$ cat src/lsc_pkg.sv
// Constants shared by the link status and control block
package lsc_pkg;

    ////////////////////////////////////////////////////////////////////////////////
    // Register byte offsets
    localparam logic [11:0] LSC_OFF_CONFIG = 12'h060;
    localparam logic [11:0] LSC_OFF_LINK = 12'h064;
    localparam logic [11:0] LSC_OFF_CAPS = 12'h070;

    ////////////////////////////////////////////////////////////////////////////////
    // Link status and control field positions
    localparam int LSC_B_ATTACHED = 0;
    localparam int LSC_B_CHANGE = 1;
    localparam int LSC_B_ENABLED = 2;
    localparam int LSC_B_RESUME = 6;
    localparam int LSC_B_ASLEEP = 7;
    localparam int LSC_B_RESET = 8;
    localparam int LSC_B_DM = 10;
    localparam int LSC_B_DP = 11;
    localparam int LSC_B_POWER = 12;
    localparam int LSC_B_HANDOFF = 13;
    localparam int LSC_B_PIC_LO = 14;
    localparam int LSC_B_TMS_LO = 16;
    localparam int LSC_PIC_W = 2;
    localparam int LSC_TMS_W = 4;

    // Configured flag and capability field positions
    localparam int LSC_B_CF = 0;
    localparam int LSC_B_PPC = 0;
    localparam int LSC_B_PIND = 1;
    localparam int LSC_B_SETTLED = 2;

    ////////////////////////////////////////////////////////////////////////////////
    // Reset values
    localparam logic LSC_HANDOFF_RST = 1'b1;
    localparam logic LSC_PPC_RST = 1'b1;
    localparam logic LSC_PIND_RST = 1'b0;
    localparam logic [3:0] LSC_TMS_RST = 4'h0;
    localparam logic [1:0] LSC_PIC_RST = 2'h0;

    ////////////////////////////////////////////////////////////////////////////////
    // Timing
    localparam longint LSC_CLK_HZ = 125000000;
    localparam longint LSC_POWER_SETTLE_MS = 20;
    localparam longint LSC_POWER_SETTLE_CYC = (LSC_CLK_HZ * LSC_POWER_SETTLE_MS + 999) / 1000;
    localparam int LSC_SYNC_W = 5;

endpackage

$ cat src/lsc_sync.sv
// Two flip-flop synchroniser for the link pin inputs
`timescale 1ns/1ps
module lsc_sync #(
    parameter int WIDTH = 5
) (
    input wire logic mclk,
    input wire logic reset,
    input wire logic ce,
    input wire logic [WIDTH-1:0] async_in,
    output logic [WIDTH-1:0] sync_out
);

    typedef struct packed {
        logic [WIDTH-1:0] first;
        logic [WIDTH-1:0] second;
    } lsc_sync_state_t;

    lsc_sync_state_t st_r;
    lsc_sync_state_t st_nxt;

    ////////////////////////////////////////////////////////////////////////////////
    // Next state: first stage feeds only the second
    always_comb begin
        st_nxt = st_r;
        st_nxt.first = async_in;
        st_nxt.second = st_r.first;
    end

    // State register, frozen while ce is low
    always_ff @(posedge mclk or posedge reset) begin
        if (reset) begin
            st_r <= '0;
        end else if (ce) begin
            st_r <= st_nxt;
        end
    end

    assign sync_out = st_r.second;

endmodule // lsc_sync

$ cat src/lsc_link_ctrl.sv
// Root link status and control register with APB slave
//
// Local design decision: the APB register port.
`timescale 1ns/1ps
module lsc_link_ctrl #(
    parameter int POWER_SETTLE_CYCLES = int'(lsc_pkg::LSC_POWER_SETTLE_CYC)
) (
    input wire logic mclk,
    input wire logic reset,
    input wire logic ce,
    input wire logic hc_reset,
    input wire logic psel,
    input wire logic penable,
    input wire logic pwrite,
    input wire logic [11:0] paddr,
    input wire logic [31:0] pwdata,
    output logic [31:0] prdata,
    output logic pready,
    output logic pslverr,
    input wire logic pin_attach,
    input wire logic pin_dp,
    input wire logic pin_dm,
    input wire logic pin_k_state,
    input wire logic pin_reset_busy,
    output logic link_power_en,
    output logic link_enable,
    output logic link_suspend,
    output logic link_resume_drive,
    output logic [3:0] test_mode,
    output logic test_mode_active,
    output logic [1:0] indicator_led,
    output logic companion_owned,
    output logic power_settled
);

    localparam int SETTLE_W = $clog2(POWER_SETTLE_CYCLES + 1);
    localparam logic [SETTLE_W-1:0] SETTLE_LAST = SETTLE_W'(POWER_SETTLE_CYCLES - 1);

    typedef struct packed {
        logic cf;
        logic power_switch_capability;
        logic pind;
        logic power;
        logic handoff;
        logic [1:0] indicator_led_control;
        logic [3:0] tms;
        logic asleep;
        logic resume;
        logic enabled;
        logic change;
        logic attached;
        logic rst_seen;
        logic [SETTLE_W-1:0] settle;
        logic settled;
        logic [31:0] rdata;
        logic slverr;
    } lsc_state_t;

    lsc_state_t st_r;
    lsc_state_t st_nxt;
    logic [4:0] pins_s;
    logic att_s;
    logic dp_s;
    logic dm_s;
    logic k_s;
    logic rst_s;
    logic wr;
    logic setup;
    logic hit_cfg;
    logic hit_link;
    logic hit_caps;
    logic power_eff;
    logic locked;
    logic [31:0] link_word;
    logic [31:0] rd_word;

    ////////////////////////////////////////////////////////////////////////////////
    // Pin synchronisers
    lsc_sync #(
        .WIDTH(lsc_pkg::LSC_SYNC_W)
    ) u_sync (
        .mclk(mclk),
        .reset(reset),
        .ce(ce),
        .async_in({pin_reset_busy, pin_k_state, pin_dm, pin_dp, pin_attach}),
        .sync_out(pins_s)
    );

    assign att_s = pins_s[0];
    assign dp_s = pins_s[1];
    assign dm_s = pins_s[2];
    assign k_s = pins_s[3];
    assign rst_s = pins_s[4];

    ////////////////////////////////////////////////////////////////////////////////
    // Bus decode
    assign setup = psel && !penable;
    assign wr = psel && penable && pwrite && ce;
    assign hit_cfg = (paddr == lsc_pkg::LSC_OFF_CONFIG);
    assign hit_link = (paddr == lsc_pkg::LSC_OFF_LINK);
    assign hit_caps = (paddr == lsc_pkg::LSC_OFF_CAPS);

    // Effective power and write lock
    assign power_eff = st_r.power_switch_capability ? st_r.power : 1'b1;
    assign locked = st_r.power_switch_capability && !st_r.power;

    ////////////////////////////////////////////////////////////////////////////////
    // Link word as read by software
    always_comb begin
        link_word = 32'h0000_0000;
        link_word[lsc_pkg::LSC_B_TMS_LO +: lsc_pkg::LSC_TMS_W] = st_r.tms;
        link_word[lsc_pkg::LSC_B_HANDOFF] = st_r.handoff;
        link_word[lsc_pkg::LSC_B_POWER] = power_eff;
        link_word[lsc_pkg::LSC_B_DP] = dp_s;
        link_word[lsc_pkg::LSC_B_DM] = dm_s;
        link_word[lsc_pkg::LSC_B_RESUME] = st_r.resume || (k_s && st_r.asleep);
        link_word[lsc_pkg::LSC_B_ENABLED] = st_r.enabled;
        if (power_eff) begin
            link_word[lsc_pkg::LSC_B_PIC_LO +: lsc_pkg::LSC_PIC_W] = st_r.indicator_led_control;
            link_word[lsc_pkg::LSC_B_RESET] = rst_s;
            link_word[lsc_pkg::LSC_B_ASLEEP] = st_r.asleep;
            link_word[lsc_pkg::LSC_B_CHANGE] = st_r.change;
            link_word[lsc_pkg::LSC_B_ATTACHED] = st_r.attached;
        end
    end

    // Read multiplexer
    always_comb begin
        rd_word = 32'h0000_0000;
        if (hit_cfg) begin
            rd_word[lsc_pkg::LSC_B_CF] = st_r.cf;
        end
        if (hit_link) begin
            rd_word = link_word;
        end
        if (hit_caps) begin
            rd_word[lsc_pkg::LSC_B_PPC] = st_r.power_switch_capability;
            rd_word[lsc_pkg::LSC_B_PIND] = st_r.pind;
            rd_word[lsc_pkg::LSC_B_SETTLED] = st_r.settled;
        end
    end

    ////////////////////////////////////////////////////////////////////////////////
    // Next state
    always_comb begin
        st_nxt = st_r;
        // Configuration and capability writes
        if (wr && hit_cfg) begin
            st_nxt.cf = pwdata[lsc_pkg::LSC_B_CF];
        end
        if (wr && hit_caps) begin
            st_nxt.power_switch_capability = pwdata[lsc_pkg::LSC_B_PPC];
            st_nxt.pind = pwdata[lsc_pkg::LSC_B_PIND];
        end
        // Link register writes
        if (wr && hit_link) begin
            if (st_r.power_switch_capability) begin
                st_nxt.power = pwdata[lsc_pkg::LSC_B_POWER];
            end
            if (st_r.pind) begin
                st_nxt.indicator_led_control = pwdata[lsc_pkg::LSC_B_PIC_LO +: lsc_pkg::LSC_PIC_W];
            end
            st_nxt.handoff = pwdata[lsc_pkg::LSC_B_HANDOFF];
            if (!locked) begin
                st_nxt.tms = pwdata[lsc_pkg::LSC_B_TMS_LO +: lsc_pkg::LSC_TMS_W];
                st_nxt.asleep = pwdata[lsc_pkg::LSC_B_ASLEEP];
                st_nxt.resume = pwdata[lsc_pkg::LSC_B_RESUME];
                if (!pwdata[lsc_pkg::LSC_B_ENABLED]) begin
                    st_nxt.enabled = 1'b0;
                end
                if (st_r.resume && !pwdata[lsc_pkg::LSC_B_RESUME]) begin
                    st_nxt.asleep = 1'b0;
                end
            end
            if (pwdata[lsc_pkg::LSC_B_CHANGE]) begin
                st_nxt.change = 1'b0;
            end
        end
        // Attach tracking; a change beats a same-cycle clear
        st_nxt.attached = att_s;
        if (att_s != st_r.attached) begin
            st_nxt.change = 1'b1;
        end
        if (!att_s) begin
            st_nxt.enabled = 1'b0;
        end
        // Enable at the end of a link reset with a peripheral present
        st_nxt.rst_seen = rst_s;
        if (st_r.rst_seen && !rst_s && att_s) begin
            st_nxt.enabled = 1'b1;
        end
        // Remote wake K-state while asleep latches resume
        if (k_s && st_r.asleep) begin
            st_nxt.resume = 1'b1;
        end
        // Companion ownership follows the configured flag
        if (!st_nxt.cf) begin
            st_nxt.handoff = 1'b1;
        end else if (!st_r.cf) begin
            st_nxt.handoff = 1'b0;
        end
        // Power settle timer, restarted on every power bit change
        if (st_r.power_switch_capability && (st_nxt.power != st_r.power)) begin
            st_nxt.settle = '0;
            st_nxt.settled = 1'b0;
        end else if (!st_r.settled) begin
            st_nxt.settle = st_r.settle + SETTLE_W'(1);
            if (st_r.settle == SETTLE_LAST) begin
                st_nxt.settled = 1'b1;
            end
        end
        // Host controller reset returns everything to reset values except read data and error flag captured by a setup in the same cycle
        if (hc_reset) begin
            st_nxt = '0;
            st_nxt.handoff = lsc_pkg::LSC_HANDOFF_RST;
            st_nxt.power_switch_capability = lsc_pkg::LSC_PPC_RST;
            st_nxt.pind = lsc_pkg::LSC_PIND_RST;
            st_nxt.attached = 1'b0;
            st_nxt.enabled = 1'b0;
        end
        // Read data captured in the setup cycle
        if (setup) begin
            st_nxt.rdata = rd_word;
            st_nxt.slverr = !(hit_cfg || hit_link || hit_caps);
        end
    end

    // State register, frozen while ce is low
    always_ff @(posedge mclk or posedge reset) begin
        if (reset) begin
            st_r <= '0;
            st_r.handoff <= lsc_pkg::LSC_HANDOFF_RST;
            st_r.power_switch_capability <= lsc_pkg::LSC_PPC_RST;
            st_r.pind <= lsc_pkg::LSC_PIND_RST;
            st_r.tms <= lsc_pkg::LSC_TMS_RST;
            st_r.indicator_led_control <= lsc_pkg::LSC_PIC_RST;
        end else if (ce) begin
            st_r <= st_nxt;
        end
    end

    ////////////////////////////////////////////////////////////////////////////////
    // Outputs
    assign prdata = st_r.rdata;
    assign pready = ce;
    assign pslverr = psel && penable && st_r.slverr;
    assign link_power_en = power_eff;
    assign link_enable = st_r.enabled;
    assign link_suspend = st_r.asleep;
    assign link_resume_drive = st_r.resume;
    assign test_mode = st_r.tms;
    assign test_mode_active = (st_r.tms != 4'h0);
    assign indicator_led = power_eff ? st_r.indicator_led_control : 2'h0;
    assign companion_owned = st_r.handoff;
    assign power_settled = st_r.settled;
endmodule // lsc_link_ctrl

$ cat config.mk
export PLATFORM = sky130hd
export DESIGN_NAME = lsc_link_ctrl
export DESIGN_NICKNAME = d
export VERILOG_FILES = /design/src/lsc_pkg.sv /design/src/lsc_sync.sv /design/src/lsc_link_ctrl.sv
export SDC_FILE = /design/constraint.sdc
export NUM_CORES = 1
export LEC_CHECK = 0
export ABC_AREA = 1
export ABC_CLOCK_PERIOD_IN_PS = 1490
export BUFFER_PORTS_ARGS = -buffer_cell sky130_fd_sc_hd__buf_2
export CELL_PAD_IN_SITES_DETAIL_PLACEMENT = 1
export CELL_PAD_IN_SITES_GLOBAL_PLACEMENT = 1
export CORE_MARGIN = 10
export CORE_UTILIZATION = 25
export DETAILED_ROUTE_END_ITERATION = 8
export GPL_TIMING_DRIVEN = 0
export PLACE_DENSITY_LB_ADDON = 0.1
export SETUP_SLACK_MARGIN = 0.15
export SYNTH_ARGS = -nofsm -noshare
export SYNTH_HDL_FRONTEND = slang
export SYNTH_HIERARCHICAL = 1
export SYNTH_SLANG_ARGS = --single-unit
$ cat constraint.sdc
create_clock -name mclk -period 1.49 [get_ports mclk]
set_input_delay 0.0745 -clock mclk [delete_from_list [all_inputs] [get_ports mclk]]
set_output_delay 0.0745 -clock mclk [all_outputs]
set_load 0.05 [all_outputs]
## Word-level counts from Yosys, hierarchy flattened

Cells that the tools add are included.

- Bits in registers: 83
- Input bits: 56
- Output and inout port bits: 47
- Word-level logic and storage cells: 99

- Add/subtract/negate cells: 1
- Equality and inequality tests: 13
- Multiplexer cells: 27
- Reduce and logical (&&, ||, !) cells: 39

Operator list:

| kind | count |
|---|---|
| 73-bit 2-to-1 mux | 1 |
| 23-bit 2-to-1 mux | 2 |
| 12-bit by 7-bit == test with 1-bit output, second input constant | 3 |
| 33-bit 2-to-1 mux | 1 |
| 22-bit by 1-bit adder with 22-bit output, second input constant | 1 |
| 22-bit == test, second input constant | 1 |
| 20-bit 2-to-1 mux | 1 |
| 4-bit != test, second input constant | 4 |
| 1-bit logical AND | 14 |
| 1-bit 2-to-1 mux | 14 |
| 12-bit 2-to-1 mux | 1 |
| 3-bit AND reduction | 4 |
| 2-bit 2-to-1 mux | 5 |
| 3-bit nonzero test | 3 |
| 2-bit AND reduction | 4 |
| 2-bit nonzero test | 4 |
| 7-bit 2-to-1 mux | 1 |
| 3-bit by 2-bit != test with 1-bit output, second input constant | 2 |
| 1-bit logical NOT | 5 |
| 4-bit AND reduction | 1 |
| 4-bit nonzero test | 1 |
| 1-bit logical OR | 3 |
| 3-bit 2-to-1 mux | 1 |
| 1-bit != test | 2 |
| 2-bit != test, second input constant | 1 |

## Logic depth before layout (Yosys ltp)

Gate-level depths: netlist of the first run.

- Word-level depth: 10
- Gate-level depth with buffers: 12
- Depth with buffers taken out: 12

## Cells and area by module

Netlist of the first run, hierarchy kept.

By module, submodules not included:

| module | times used | cells an instance | area an instance (µm²) | sequential area each (µm²) |
|---|---|---|---|---|
| lsc_link_ctrl | 1 | 497 | 3585.9 | 1428.9 |
| lsc_sync | 1 | 43 | 384.1 | 250.2 |

## Least setup slack after synthesis of the first run

Ideal clock, no wire load.

- Path type: flip-flop to flip-flop
- From: reg st_r[71] (netlist name)
- To: reg st_r, in the netlist link_resume_drive
- Arrival time: 1551 ps
- Data required time: 1363 ps
- Path slack: -188 ps
- Cell stages (with the launch flop): 10
- Period minus slack after synthesis: 1678 ps
- Path through: dfstp_2 inv_1 nor2_1 inv_1 nand2_1 nand2_1 nand2_2 o21ai_2 nand2_1 o21ai_0

- Word-level cells in the longest chain between the ends: 3

Ends and longest elaborated chain:

| what | line | text |
|---|---|---|
| start, declared | lsc_link_ctrl.sv:59 | `lsc_state_t st_r;` |
| start signal, assigned | lsc_link_ctrl.sv:238 | `st_r <= st_nxt;` |
| 1-bit logical AND | lsc_link_ctrl.sv:105 | `assign locked = st_r.power_switch_capability && !st_r.power;` |
| 3-bit by 2-bit != test with 1-bit output (no line) | n/a |  |
| 3-bit AND reduction (no line) | n/a |  |

No other way between the ends.
A chain may end at the register's enable or synchronous reset.

## Worst setup path in the final report of the first run

- From: reg st_r[71] (netlist name)
- To: reg st_r[55] (netlist name)

- Word-level cells in the longest chain between the ends: 6
- Elaborated cells on any way between the ends: 8

Ends and longest elaborated chain:

| what | line | text |
|---|---|---|
| 1-bit 2-to-1 mux | lsc_link_ctrl.sv:157 | `if (st_r.power_switch_capability) begin` |
| 12-bit 2-to-1 mux | lsc_link_ctrl.sv:156 | `if (wr && hit_link) begin` |
| 1-bit != test | lsc_link_ctrl.sv:203 | `if (st_r.power_switch_capability && (st_nxt.power != st_r.power)) begin` |
| 1-bit logical AND * | lsc_link_ctrl.sv:203 |  |
| 3-bit by 2-bit != test with 1-bit output (no line) or 23-bit 2-to-1 mux (tied branches) | n/a |  |
| 2-bit AND reduction (no line) or 73-bit 2-to-1 mux (tied branches) | n/a |  |

Mark *: on every way between the ends. The rest lies on a longest branch, timed or not. The select of a mux whose other input is x is not followed.

==> flow_summary.rst, run 1 <==
.. list-table::
   :header-rows: 1

   * - Metric
     - Value
   * - Main combinational cell family by area after synthesis
     - simple AND/OR/NAND/NOR gates
   * - Overall die width
     - 146 microns
   * - Die H
     - 146 microns
   * - Max-slew violation count
     - 0
   * - Largest driver fanout on the critical path
     - 5
   * - Number of antenna violations at the first check in global routing
     - 0
   * - Part of the power in registers
     - 39.0%
   * - Critical path launch point type
     - flop
   * - Post-synthesis xor/xnor area fraction
     - 3.53%
   * - Static Leakage
     - 2.76 nW
   * - Vias/cell
     - 4.30
   * - Design Area, Final
     - 5660 sq um
   * - Worst slew slack as a fraction of its limit
     - 55.1%
   * - Detailed placement HPWL
     - 9710 microns
   * - Yosys reg bits
     - 67
   * - Number of DRC markers in iteration 0
     - 116
   * - Worst hold margin
     - 0.0208 ns
   * - Max Buffers Root-to-Sink
     - 2
   * - Classification of the worst setup path
     - reg -> reg
   * - Post-layout worst setup margin
     - -0.0772 ns
   * - Switching power share of the total
     - 27.4%
   * - Clock group share of total power
     - 47.2%
   * - Most common cell after layout, fill and taps aside
     - sky130_fd_sc_hd__nand2_1
   * - Weighted congestion at the end of routability-driven global placement
     - 0.759
   * - Most used cells in the layout excluding fill and tap cells
     - sky130_fd_sc_hd__nand2_1, sky130_fd_sc_hd__buf_2, sky130_fd_sc_hd__dfrtp_1
   * - RSZ-0062 raised after global routing
     - yes
   * - Filler cell count in the final layout
     - 1905
   * - Reg2reg path depth
     - 10
   * - CTS sink cnt
     - 67
   * - Core footprint
     - 15700 sq um
   * - Global-route wire length before repair
     - 21600 microns
   * - Final routed wire length divided by cell count
     - 14.8 microns
   * - Crit path required time
     - 1.71 ns
   * - Clock slew at the register clock pins of the worst setup and hold paths
     - 0.06 ns
   * - Insertion delay of the later-clocked pin in the worst-skew pair
     - 0.34 ns
   * - Remaining global-route overflow
     - 0
   * - Synthesized-area fraction occupied by ao, oa, aoi and oai cells
     - 7.82%
   * - Area fraction in and, or, nand and nor cells after synthesis
     - 31.8%
   * - Worst r2r src
     - st_r[71]
   * - Worst-margin pin slew
     - 0.673 ns
   * - Area of the die
     - 21300 sq um
   * - Max Fclk
     - 0.638 GHz
   * - Count of maximum capacitance violations
     - 0
   * - Gate count after technology mapping
     - 540
   * - Pin count of the biggest net entering global routing
     - 32
   * - Net switching power figure
     - 1.37 mW
   * - Violations in the final reports
     - setup timing
   * - DRT Wirelength
     - 13100 microns
   * - Inserted Clock Buffers
     - 9
   * - Number of remaining DRC errors
     - 0
   * - Clock skew after layout
     - 0.00669 ns
   * - Post-synthesis area per instance
     - 7.35 sq um
   * - Row count
     - 46
   * - Cell variety after synth
     - 35
   * - Layout area overhead
     - 42.6%
   * - CTS tree
     - done
   * - Antenna diodes
     - 0
   * - Data arrival time of the critical path
     - 1.79 ns
   * - Multiplexer fraction of the synthesized cell area
     - 0%
   * - Via count of the routed design
     - 3799
   * - Total standard cell area after synthesis
     - 3970 sq um
   * - Fraction of layout cells with a size suffix above 1
     - 35.6%
   * - All-Layer GR Usage
     - 12.5%
   * - Synthesis Warnings
     - 6
   * - Hold Violations, Final
     - 0
   * - Internal cell power
     - 3.62 mW
   * - Logic pwr share
     - 13.8%
   * - Endpoint of the worst hold path
     - link_suspend
   * - Vias in the first global route
     - 4095
   * - Flop-to-flop setup slack
     - -0.08 ns
   * - Input/output buffers
     - 66
   * - Max rail drop VDD
     - 572 uV
   * - Final setup violation count
     - 33
   * - HP Start
     - pwdata[7]
   * - Post-synthesis share of cell area spent on full adders, half adders and majority gates
     - 0.315%
   * - Kind of end point of the critical path
     - flop
   * - Cell Pwr Density
     - 882 nW/um^2
   * - Type of the tightest min-delay check
     - in -> reg
   * - Sequential fraction of the synthesis area
     - 42.3%
   * - Post-route antenna net violation count
     - 0
   * - Shortest clock period the worst path allows after layout
     - 1.57 ns
   * - Placement Cell Area
     - 4710 sq um
   * - IO Pins
     - 103
   * - Status
     - complete, but fails checks
   * - Period Utilization, post-route
     - 105%
   * - Number of nets at the end of the flow
     - 720
   * - Worst hold path depth
     - 3
   * - Reg-to-reg endpoint
     - st_r[55]
   * - Number of H-tree levels
     - 3
   * - Buffer type at the clock tree root
     - sky130_fd_sc_hd__clkbuf_16
   * - Initial Utilization
     - 25.3%
   * - Number of detailed-routing iterations run before antenna repair
     - 4
-- cells by family (layout without fill, tap and decap cells) --
logic type      Yosys count  after routing
fa+ha+maj                 1              1
xor+xnor                 16             16
flops                    67             67
other cells               1             16
compound gates           51             51
buf+inv                 103            216
simple gates            301            301
-- worst max path at each step --
stage	startpoint	to	slack, ns	cells after the start
final	st_r[71]	st_r[55]	-0.08	10
after global routing	st_r[71]	st_r[51]	-0.18	10
after CTS	st_r[71]	link_power_en	-0.08	5
after detailed placement	st_r[36]	st_r[47]	-0.35	7
after global placement	st_r[36]	st_r[47]	-0.36	7
after floorplan	st_r[71]	st_r[34]	0.05	10
-- registers in the layout, indices dropped and copies added, names as in the netlist --
name and cells:
companion_owned 1, link_enable 1, link_resume_drive 1, link_suspend 1, power_settled 1, prdata 16, st_r 32, test_mode 4
u_sync/st_nxt 5, u_sync/sync_out 5
-- cells in the mapped netlist --
cell | number | share of area (%)
sky130_fd_sc_hd__a21o_1 | 1 | 0.19
sky130_fd_sc_hd__a21oi_1 | 4 | 0.50
sky130_fd_sc_hd__a21oi_4 | 1 | 0.41
sky130_fd_sc_hd__a22o_1 | 1 | 0.22
sky130_fd_sc_hd__buf_2 | 4 | 0.50
sky130_fd_sc_hd__buf_4 | 39 | 7.4
sky130_fd_sc_hd__buf_6 | 3 | 0.85
sky130_fd_sc_hd__clkbuf_1 | 5 | 0.47
sky130_fd_sc_hd__conb_1 | 1 | 0.094
sky130_fd_sc_hd__dfrtp_1 | 65 | 41
sky130_fd_sc_hd__dfstp_2 | 2 | 1.3
sky130_fd_sc_hd__ha_1 | 1 | 0.32
sky130_fd_sc_hd__inv_1 | 50 | 4.7
sky130_fd_sc_hd__inv_2 | 2 | 0.19
sky130_fd_sc_hd__nand2_1 | 172 | 16
sky130_fd_sc_hd__nand2_2 | 4 | 0.63
sky130_fd_sc_hd__nand3_1 | 39 | 4.9
sky130_fd_sc_hd__nand3_2 | 1 | 0.25
sky130_fd_sc_hd__nand4_1 | 12 | 1.9
sky130_fd_sc_hd__nor2_1 | 60 | 5.7
sky130_fd_sc_hd__nor2_2 | 2 | 0.32
sky130_fd_sc_hd__nor2_4 | 2 | 0.57
sky130_fd_sc_hd__nor3_1 | 5 | 0.63
sky130_fd_sc_hd__nor3b_1 | 2 | 0.38
sky130_fd_sc_hd__nor4_1 | 2 | 0.32
sky130_fd_sc_hd__o211ai_1 | 3 | 0.57
sky130_fd_sc_hd__o21ai_0 | 29 | 3.7
sky130_fd_sc_hd__o21ai_1 | 1 | 0.13
sky130_fd_sc_hd__o21ai_2 | 1 | 0.22
sky130_fd_sc_hd__o21bai_1 | 1 | 0.19
sky130_fd_sc_hd__o21bai_2 | 1 | 0.28
sky130_fd_sc_hd__o22ai_1 | 2 | 0.32
sky130_fd_sc_hd__o31ai_1 | 6 | 1.1
sky130_fd_sc_hd__xnor2_1 | 3 | 0.66
sky130_fd_sc_hd__xor2_1 | 13 | 2.9
-- per-stage QoR --
| step | util [%] | setup TNS (ns) | total power [mW] | worst slack [ns] | cells |
|---|---|---|---|---|---|
| 2_1_floorplan | - | 0 | 2.35 | 0.0461 | 555 |
| 3_3_place_gp | 29.9 | -5.29 | 2.51 | -0.365 | 837 |
| 3_5_place_dp | 30.0 | -6.00 | 2.52 | -0.346 | 838 |
| 4_1_cts | 35.1 | -1.91 | 5.03 | -0.0792 | 883 |
| 5_1_grt | 36.0 | -4.48 | 5.20 | -0.177 | 884 |
| 6_report | 36.0 | -1.81 | 4.99 | -0.0772 | 884 |
-- final cells by class --
| type | instances | area, sq um | share of cell area, % |
|---|---|---|---|
| repair buffers | 97 | 688 | 12.2 |
| flip-flops and latches | 67 | 1690 | 29.9 |
| clock inverters | 6 | 90.1 | 1.59 |
| multi-input cells | 385 | 2090 | 37.0 |
| well taps | 216 | 270 | 4.77 |
| inverters | 52 | 204 | 3.60 |
| clock buffers | 10 | 229 | 4.05 |
| plain buffers | 51 | 394 | 6.96 |
-- worst max-delay path, cell delays in order, from the launching register on --
cell,delay (ns)
sky130_fd_sc_hd__dfstp_2,0.56
sky130_fd_sc_hd__nand2_2,0.06
sky130_fd_sc_hd__o21ai_2,0.07
sky130_fd_sc_hd__nand4_1,0.14
sky130_fd_sc_hd__nand2_2,0.10
sky130_fd_sc_hd__nand2_4,0.08
sky130_fd_sc_hd__nand2_4,0.10
sky130_fd_sc_hd__nand2_8,0.09
sky130_fd_sc_hd__buf_8,0.16
sky130_fd_sc_hd__nand2_2,0.05
sky130_fd_sc_hd__nand2_1,0.05
-- power by group through the flow --
stage / sequential, mW / combinational (mW) / clock, mW
floorplan: 1.97 / 0.380 / 0
global placement: 1.97 / 0.535 / 0
detailed placement: 1.97 / 0.548 / 0
CTS: 1.94 / 0.677 / 2.41
global route: 1.95 / 0.760 / 2.49
finish: 1.95 / 0.688 / 2.36
-- timing repair --
item	CTS	global route
buffers inserted	14	1
resized for setup	67	50
gates cloned	2	0
endpoints found under the setup margin	36	43
hold buffers	13	0
endpoints found under the hold margin	47	0
pin swaps	11	8
-- metal layers --
metal	vias up	track usage, %	routed length (microns)
li1	1910	-	-
met1	1839	14.4	5660
met2	41	22.8	6990
met3	9	2.44	325
met4	0	3.75	142
met5	-	0	0
Note: power is estimated with default switching activity, not from simulation.
==> run 2: changes to the inputs <==
PLACE_DENSITY = 0.66   (was default)
PLACE_DENSITY_LB_ADDON = default   (was 0.1)
==> run 2 against run 1 <==
Final area is 2.7% lower. Clock power shrank 17%. The run still ends with setup timing left. Largest power group unchanged. Non-clock buffer count grew 7. Global-route usage shrank 0.78 points. Final cell count increased by 0.79%. Clock skew increased by 0.0021 ns. First-iteration DRC count increased by 45%. Fmax shrank 2.8%. Hold slack lost 0.0021 ns. Critical endpoint is now st_r[36].
==> flow_summary.rst, run 2 (synthesis results as in run 1) <==
.. list-table::
   :header-rows: 1

   * - Metric
     - Value
   * - Antenna diodes
     - 0
   * - Vias/cell
     - 4.30
   * - Insertion delay of the later-clocked pin in the worst-skew pair
     - 0.34 ns
   * - Post-route antenna net violation count
     - 0
   * - Global-route track usage on met2
     - 22.1%
   * - Worst hold margin
     - 0.0187 ns
   * - Clock slew at the register clock pins of the worst setup and hold paths
     - 0.06 ns
   * - Flip-flop count of the largest register, all copies and words added
     - 32
   * - Number of detailed-routing iterations run before antenna repair
     - 4
   * - Most common cell after layout, fill and taps aside
     - sky130_fd_sc_hd__nand2_1
   * - Area of the die
     - 21300 sq um
   * - Worst slew slack as a fraction of its limit
     - 64.5%
   * - Crit path required time
     - 1.76 ns
   * - Pre-CTS setup slack
     - -0.328 ns
   * - Number of antenna violations at the first check in global routing
     - 0
   * - DRT Wirelength
     - 12900 microns
   * - Overall die width
     - 146 microns
   * - Max Fclk
     - 0.620 GHz
   * - Initial Utilization
     - 25.3%
   * - Buffer type at the clock tree root
     - sky130_fd_sc_hd__clkbuf_16
   * - Final routed wire length divided by cell count
     - 14.4 microns
   * - Final cell count without fillers
     - 891
   * - Met1 usage
     - 12.6%
   * - All-Layer GR Usage
     - 11.7%
   * - Global-route wire length before repair
     - 20700 microns
   * - Critical path launch point type
     - flop
   * - Count of maximum capacitance violations
     - 0
   * - Hold Violations, Final
     - 0
   * - Global routing usage on met3
     - 3.18%
   * - Post-layout worst setup margin
     - -0.123 ns
   * - Classification of the worst setup path
     - reg -> reg
   * - Largest register by flop count
     - st_r
   * - Number of DRC markers in iteration 0
     - 168
   * - Status
     - complete, but fails checks
   * - Clock skew after layout
     - 0.00883 ns
   * - Input/output buffers
     - 66
   * - Kind of end point of the critical path
     - flop
   * - Type of the tightest min-delay check
     - in -> reg
   * - Final setup violation count
     - 32
   * - Max-slew violation count
     - 0
   * - CTS sink cnt
     - 67
   * - Remaining global-route overflow
     - 0
   * - Weighted congestion at the end of routability-driven global placement
     - 0.811
   * - Detailed placement HPWL
     - 9360 microns
   * - Shortest clock period the worst path allows after layout
     - 1.61 ns
   * - Post-layout total power
     - 4.60 mW
   * - Total Negative Setup Slacks
     - -2.74 ns
   * - Inserted Clock Buffers
     - 9
   * - Number of H-tree levels
     - 3
   * - Max rail drop VDD
     - 486 uV
   * - Number of cells after detailed placement
     - 837
   * - Static Leakage
     - 2.71 nW
   * - IO Pins
     - 103
   * - Data arrival time of the critical path
     - 1.88 ns
   * - Fraction of layout cells with a size suffix above 1
     - 31.3%
   * - Most used cells in the layout excluding fill and tap cells
     - sky130_fd_sc_hd__nand2_1, sky130_fd_sc_hd__buf_2, sky130_fd_sc_hd__dfrtp_1
   * - Row count
     - 46
   * - RSZ-0062 raised after global routing
     - yes
   * - Core footprint
     - 15700 sq um
   * - Busiest grt layer
     - met2
   * - Vias in the first global route
     - 4142
   * - Filler cell count in the final layout
     - 1944
   * - CTS tree
     - done
   * - Via count of the routed design
     - 3833
   * - Largest driver fanout on the critical path
     - 10
   * - Max Buffers Root-to-Sink
     - 2
   * - Violations in the final reports
     - setup timing
   * - Worst-margin pin slew
     - 0.530 ns
   * - Die H
     - 146 microns
   * - Layout area overhead
     - 38.8%
   * - Pin count of the biggest net entering global routing
     - 58
   * - Cell Pwr Density
     - 835 nW/um^2
   * - Number of remaining DRC errors
     - 0
   * - Number of nets at the end of the flow
     - 727
   * - Period Utilization, post-route
     - 108%
[run 2: where the power goes]
part | internal [mW] | switching [mW]
sequential | 1.89 | 0.0570
combinational | 0.277 | 0.412
clock | 1.13 | 0.842
[run 2: metal layers]
layer	up-vias	share of wire (%)
met4	0	1.4
met5	-	0
met2	56	54
met1	1850	41
met3	12	3.3
li1	1915	-
[run 2: worst paths after layout]
path                       slack (ns)                  to              from  cells after the start
min reg2reg                      0.47    u_sync/st_nxt[2]  u_sync/st_nxt[2]                      2
max reg2reg                     -0.12            st_r[36]          st_r[71]                     10
max                             -0.12            st_r[36]          st_r[71]                     10
min in group asynchronous        0.30          prdata[11]             reset                      3
max in group asynchronous        0.40  u_sync/sync_out[3]             reset                      4
min                              0.02        link_suspend         pwdata[7]                      3
[run 2: layout make-up]
class                      count  area [sq um]  share of cell area (%)
sequential                    67          1690                    30.6
clock inverter                 6          42.5                   0.772
multi-input combinational    385          1960                    35.6
timing repair buffer         104           722                    13.1
inverter                      52           201                    3.66
buffer                        51           394                    7.15
tap                          216           270                    4.90
clock buffer                  10           229                    4.16
[run 2: metrics by stage]
step                util, %  instance area [sq um]
floorplan                 -                   4090
global placement       29.9                   4690
detailed placement     29.9                   4690
CTS                    33.2                   5210
global route           35.1                   5510
finish                 35.1                   5510
[run 2: what timing repair did]
item,CTS,global route
hold endpoints to repair,20,17
buffers inserted,5,17
pin swaps,7,11
resized for setup,27,46
setup endpoints to repair,38,42
hold buffers,11,2
cloned,1,1
[run 2: critical path: stages (launching register included)]
cell and delay (ns):
sky130_fd_sc_hd__dfstp_2 0.56, sky130_fd_sc_hd__buf_4 0.12, sky130_fd_sc_hd__o21ai_2 0.06, sky130_fd_sc_hd__nand4_1 0.13, sky130_fd_sc_hd__nand2_2 0.08, sky130_fd_sc_hd__nand2_4 0.12
sky130_fd_sc_hd__nand2_4 0.09, sky130_fd_sc_hd__buf_8 0.16, sky130_fd_sc_hd__nor2_1 0.10, sky130_fd_sc_hd__nand2_1 0.07, sky130_fd_sc_hd__nand2_1 0.06
==> run 3: changes to the inputs <==
SKIP_LAST_GASP = 1   (was default)
==> run 3 against run 2 <==
The flow still finishes with violations (setup timing). Sequential cell count unchanged. Fmax grew 0.36%. Clock power is essentially flat. Wire length is 0.27% lower. Hold slack lost 0.0016 ns. Combinational power hardly changed. Final area hardly changed. Highest routed layer unchanged. Utilization about the same. First-iteration DRC count rose by 3.0%. Critical path depth unchanged. Final cell count unchanged. Largest cell class unchanged. Count of clock-buffer cells in the layout did not move.
==> flow_summary.rst, run 3 (synthesis results as in run 1) <==
.. list-table::
   :header-rows: 1

   * - Metric
     - Value
   * - Status
     - complete, but fails checks
   * - Violations in the final reports
     - setup timing
   * - Worst hold margin
     - 0.0172 ns
   * - Classification of the worst setup path
     - reg -> reg
   * - HP Start
     - pwdata[7]
   * - CTS sink cnt
     - 67
   * - Cell Pwr Density
     - 836 nW/um^2
   * - Number of nets at the end of the flow
     - 727
   * - Shortest clock period the worst path allows after layout
     - 1.61 ns
   * - Max rail drop VDD
     - 487 uV
   * - Die H
     - 146 microns
   * - Area of the die
     - 21300 sq um
   * - Count of maximum capacitance violations
     - 0
   * - RSZ-0062 raised after global routing
     - yes
   * - Final routed wire length divided by cell count
     - 14.4 microns
   * - Most common cell after layout, fill and taps aside
     - sky130_fd_sc_hd__nand2_1
   * - Layout area overhead
     - 38.7%
   * - Most used cells in the layout excluding fill and tap cells
     - sky130_fd_sc_hd__nand2_1, sky130_fd_sc_hd__buf_2, sky130_fd_sc_hd__dfrtp_1
   * - Static Leakage
     - 2.71 nW
   * - Crit path required time
     - 1.76 ns
   * - Post-layout worst setup margin
     - -0.117 ns
   * - Post-route antenna net violation count
     - 0
   * - Vias in the first global route
     - 4142
   * - Final setup violation count
     - 32
   * - Vias/cell
     - 4.33
   * - Worst r2r src
     - st_r[71]
   * - Number of H-tree levels
     - 3
   * - Critical path launch point type
     - flop
   * - Worst hold path depth
     - 3
   * - Reg2reg path depth
     - 10
   * - Pre-CTS setup slack
     - -0.328 ns
   * - Inserted Clock Buffers
     - 9
   * - IO Pins
     - 103
   * - Clock slew at the register clock pins of the worst setup and hold paths
     - 0.06 ns
   * - Flip-flop count of the largest register, all copies and words added
     - 32
   * - Clock skew after layout
     - 0.00806 ns
   * - Worst-margin pin slew
     - 0.531 ns
   * - Input/output buffers
     - 66
   * - Worst slew slack as a fraction of its limit
     - 64.5%
   * - Largest register by flop count
     - st_r
   * - Reg-to-reg endpoint
     - st_r[36]
   * - Number of antenna violations at the first check in global routing
     - 0
   * - Max-slew violation count
     - 0
   * - Post-layout total power
     - 4.60 mW
   * - Number of DRC markers in iteration 0
     - 173
   * - All-Layer GR Usage
     - 11.7%
   * - Weighted congestion at the end of routability-driven global placement
     - 0.811
   * - Util after Layout
     - 35.1%
   * - Data arrival time of the critical path
     - 1.88 ns
   * - Initial Utilization
     - 25.3%
   * - Kind of end point of the critical path
     - flop
   * - CTS tree
     - done
   * - Max Buffers Root-to-Sink
     - 2
   * - Pin count of the biggest net entering global routing
     - 58
   * - Period Utilization, post-route
     - 108%
   * - DRT Wirelength
     - 12800 microns
   * - Antenna diodes
     - 0
   * - Largest driver fanout on the critical path
     - 10
   * - Buffer type at the clock tree root
     - sky130_fd_sc_hd__clkbuf_16
   * - Row count
     - 46
   * - Remaining global-route overflow
     - 0
   * - Detailed placement HPWL
     - 9360 microns
   * - Insertion delay of the later-clocked pin in the worst-skew pair
     - 0.34 ns
   * - Core footprint
     - 15700 sq um
   * - Via count of the routed design
     - 3854
   * - Endpoint of the worst hold path
     - link_suspend
   * - Filler cell count in the final layout
     - 1942
   * - Max Fclk
     - 0.622 GHz
   * - Hold Violations, Final
     - 0
   * - Overall die width
     - 146 microns
   * - Number of remaining DRC errors
     - 0
   * - Number of detailed-routing iterations run before antenna repair
     - 4
   * - Fraction of layout cells with a size suffix above 1
     - 31.1%
   * - Type of the tightest min-delay check
     - in -> reg
   * - Flop-to-flop setup slack
     - -0.12 ns
   * - Global-route wire length before repair
     - 20700 microns
[run 3: per-layer routing]
layer  track usage (%)  vias up  wire length, microns
met5                 0        -                     0
met1              12.6     1868                  5350
met2              22.1       58                  6860
met4              3.00        0                   179
met3              3.18       12                   435
li1                  -     1916                     -
[run 3: cell type report]
type	instances	area [sq um]	share of cell area, %
Timing Repair Buffer	104	722	13.1
Clock buffer	10	229	4.16
Buffer	51	394	7.16
Inverter	52	201	3.66
Clock inverter	6	42.5	0.772
Tap cell	216	270	4.91
Multi-Input combinational cell	385	1960	35.6
Sequential cell	67	1690	30.6
[run 3: what timing repair did]
action                                  CTS  global route
hold buffers                             11             2
buffers inserted                          5            17
endpoints found under the hold margin    20            17
pin swaps                                 7             8
cloned                                    1             1
endpoints found under the setup margin   38            42
resized for setup                        27            45
[run 3: worst max-delay path by stage]
stage	startpoint	endpoint
floorplan	st_r[71]	st_r[34]
global placement	st_r[36]	st_r[47]
detailed placement	st_r[36]	st_r[51]
CTS	st_r[71]	st_r[37]
global route	st_r[71]	st_r[47]
finish	st_r[71]	st_r[36]
[run 3: power by group]
part | internal (mW) | switching, mW
registers | 1.89 | 0.0570
clock network | 1.13 | 0.845
logic | 0.277 | 0.412
total | 3.29 | 1.31
[run 3: critical path: stages (launching register included)]
cell	delay (ns)
sky130_fd_sc_hd__dfstp_2	0.56
sky130_fd_sc_hd__buf_4	0.11
sky130_fd_sc_hd__o21ai_2	0.06
sky130_fd_sc_hd__nand4_1	0.13
sky130_fd_sc_hd__nand2_2	0.08
sky130_fd_sc_hd__nand2_4	0.12
sky130_fd_sc_hd__nand2_4	0.09
sky130_fd_sc_hd__buf_8	0.16
sky130_fd_sc_hd__nor2_1	0.10
sky130_fd_sc_hd__nand2_1	0.07
sky130_fd_sc_hd__nand2_1	0.06
[run 3: per-stage QoR]
stage,std cells,area (sq um),setup TNS (ns)
after floorplan,555,4090,0
after global placement,837,4690,-4.10
after detailed placement,837,4690,-5.17
after CTS,870,5210,-2.54
after global routing,891,5510,-6.38
final,891,5510,-2.66
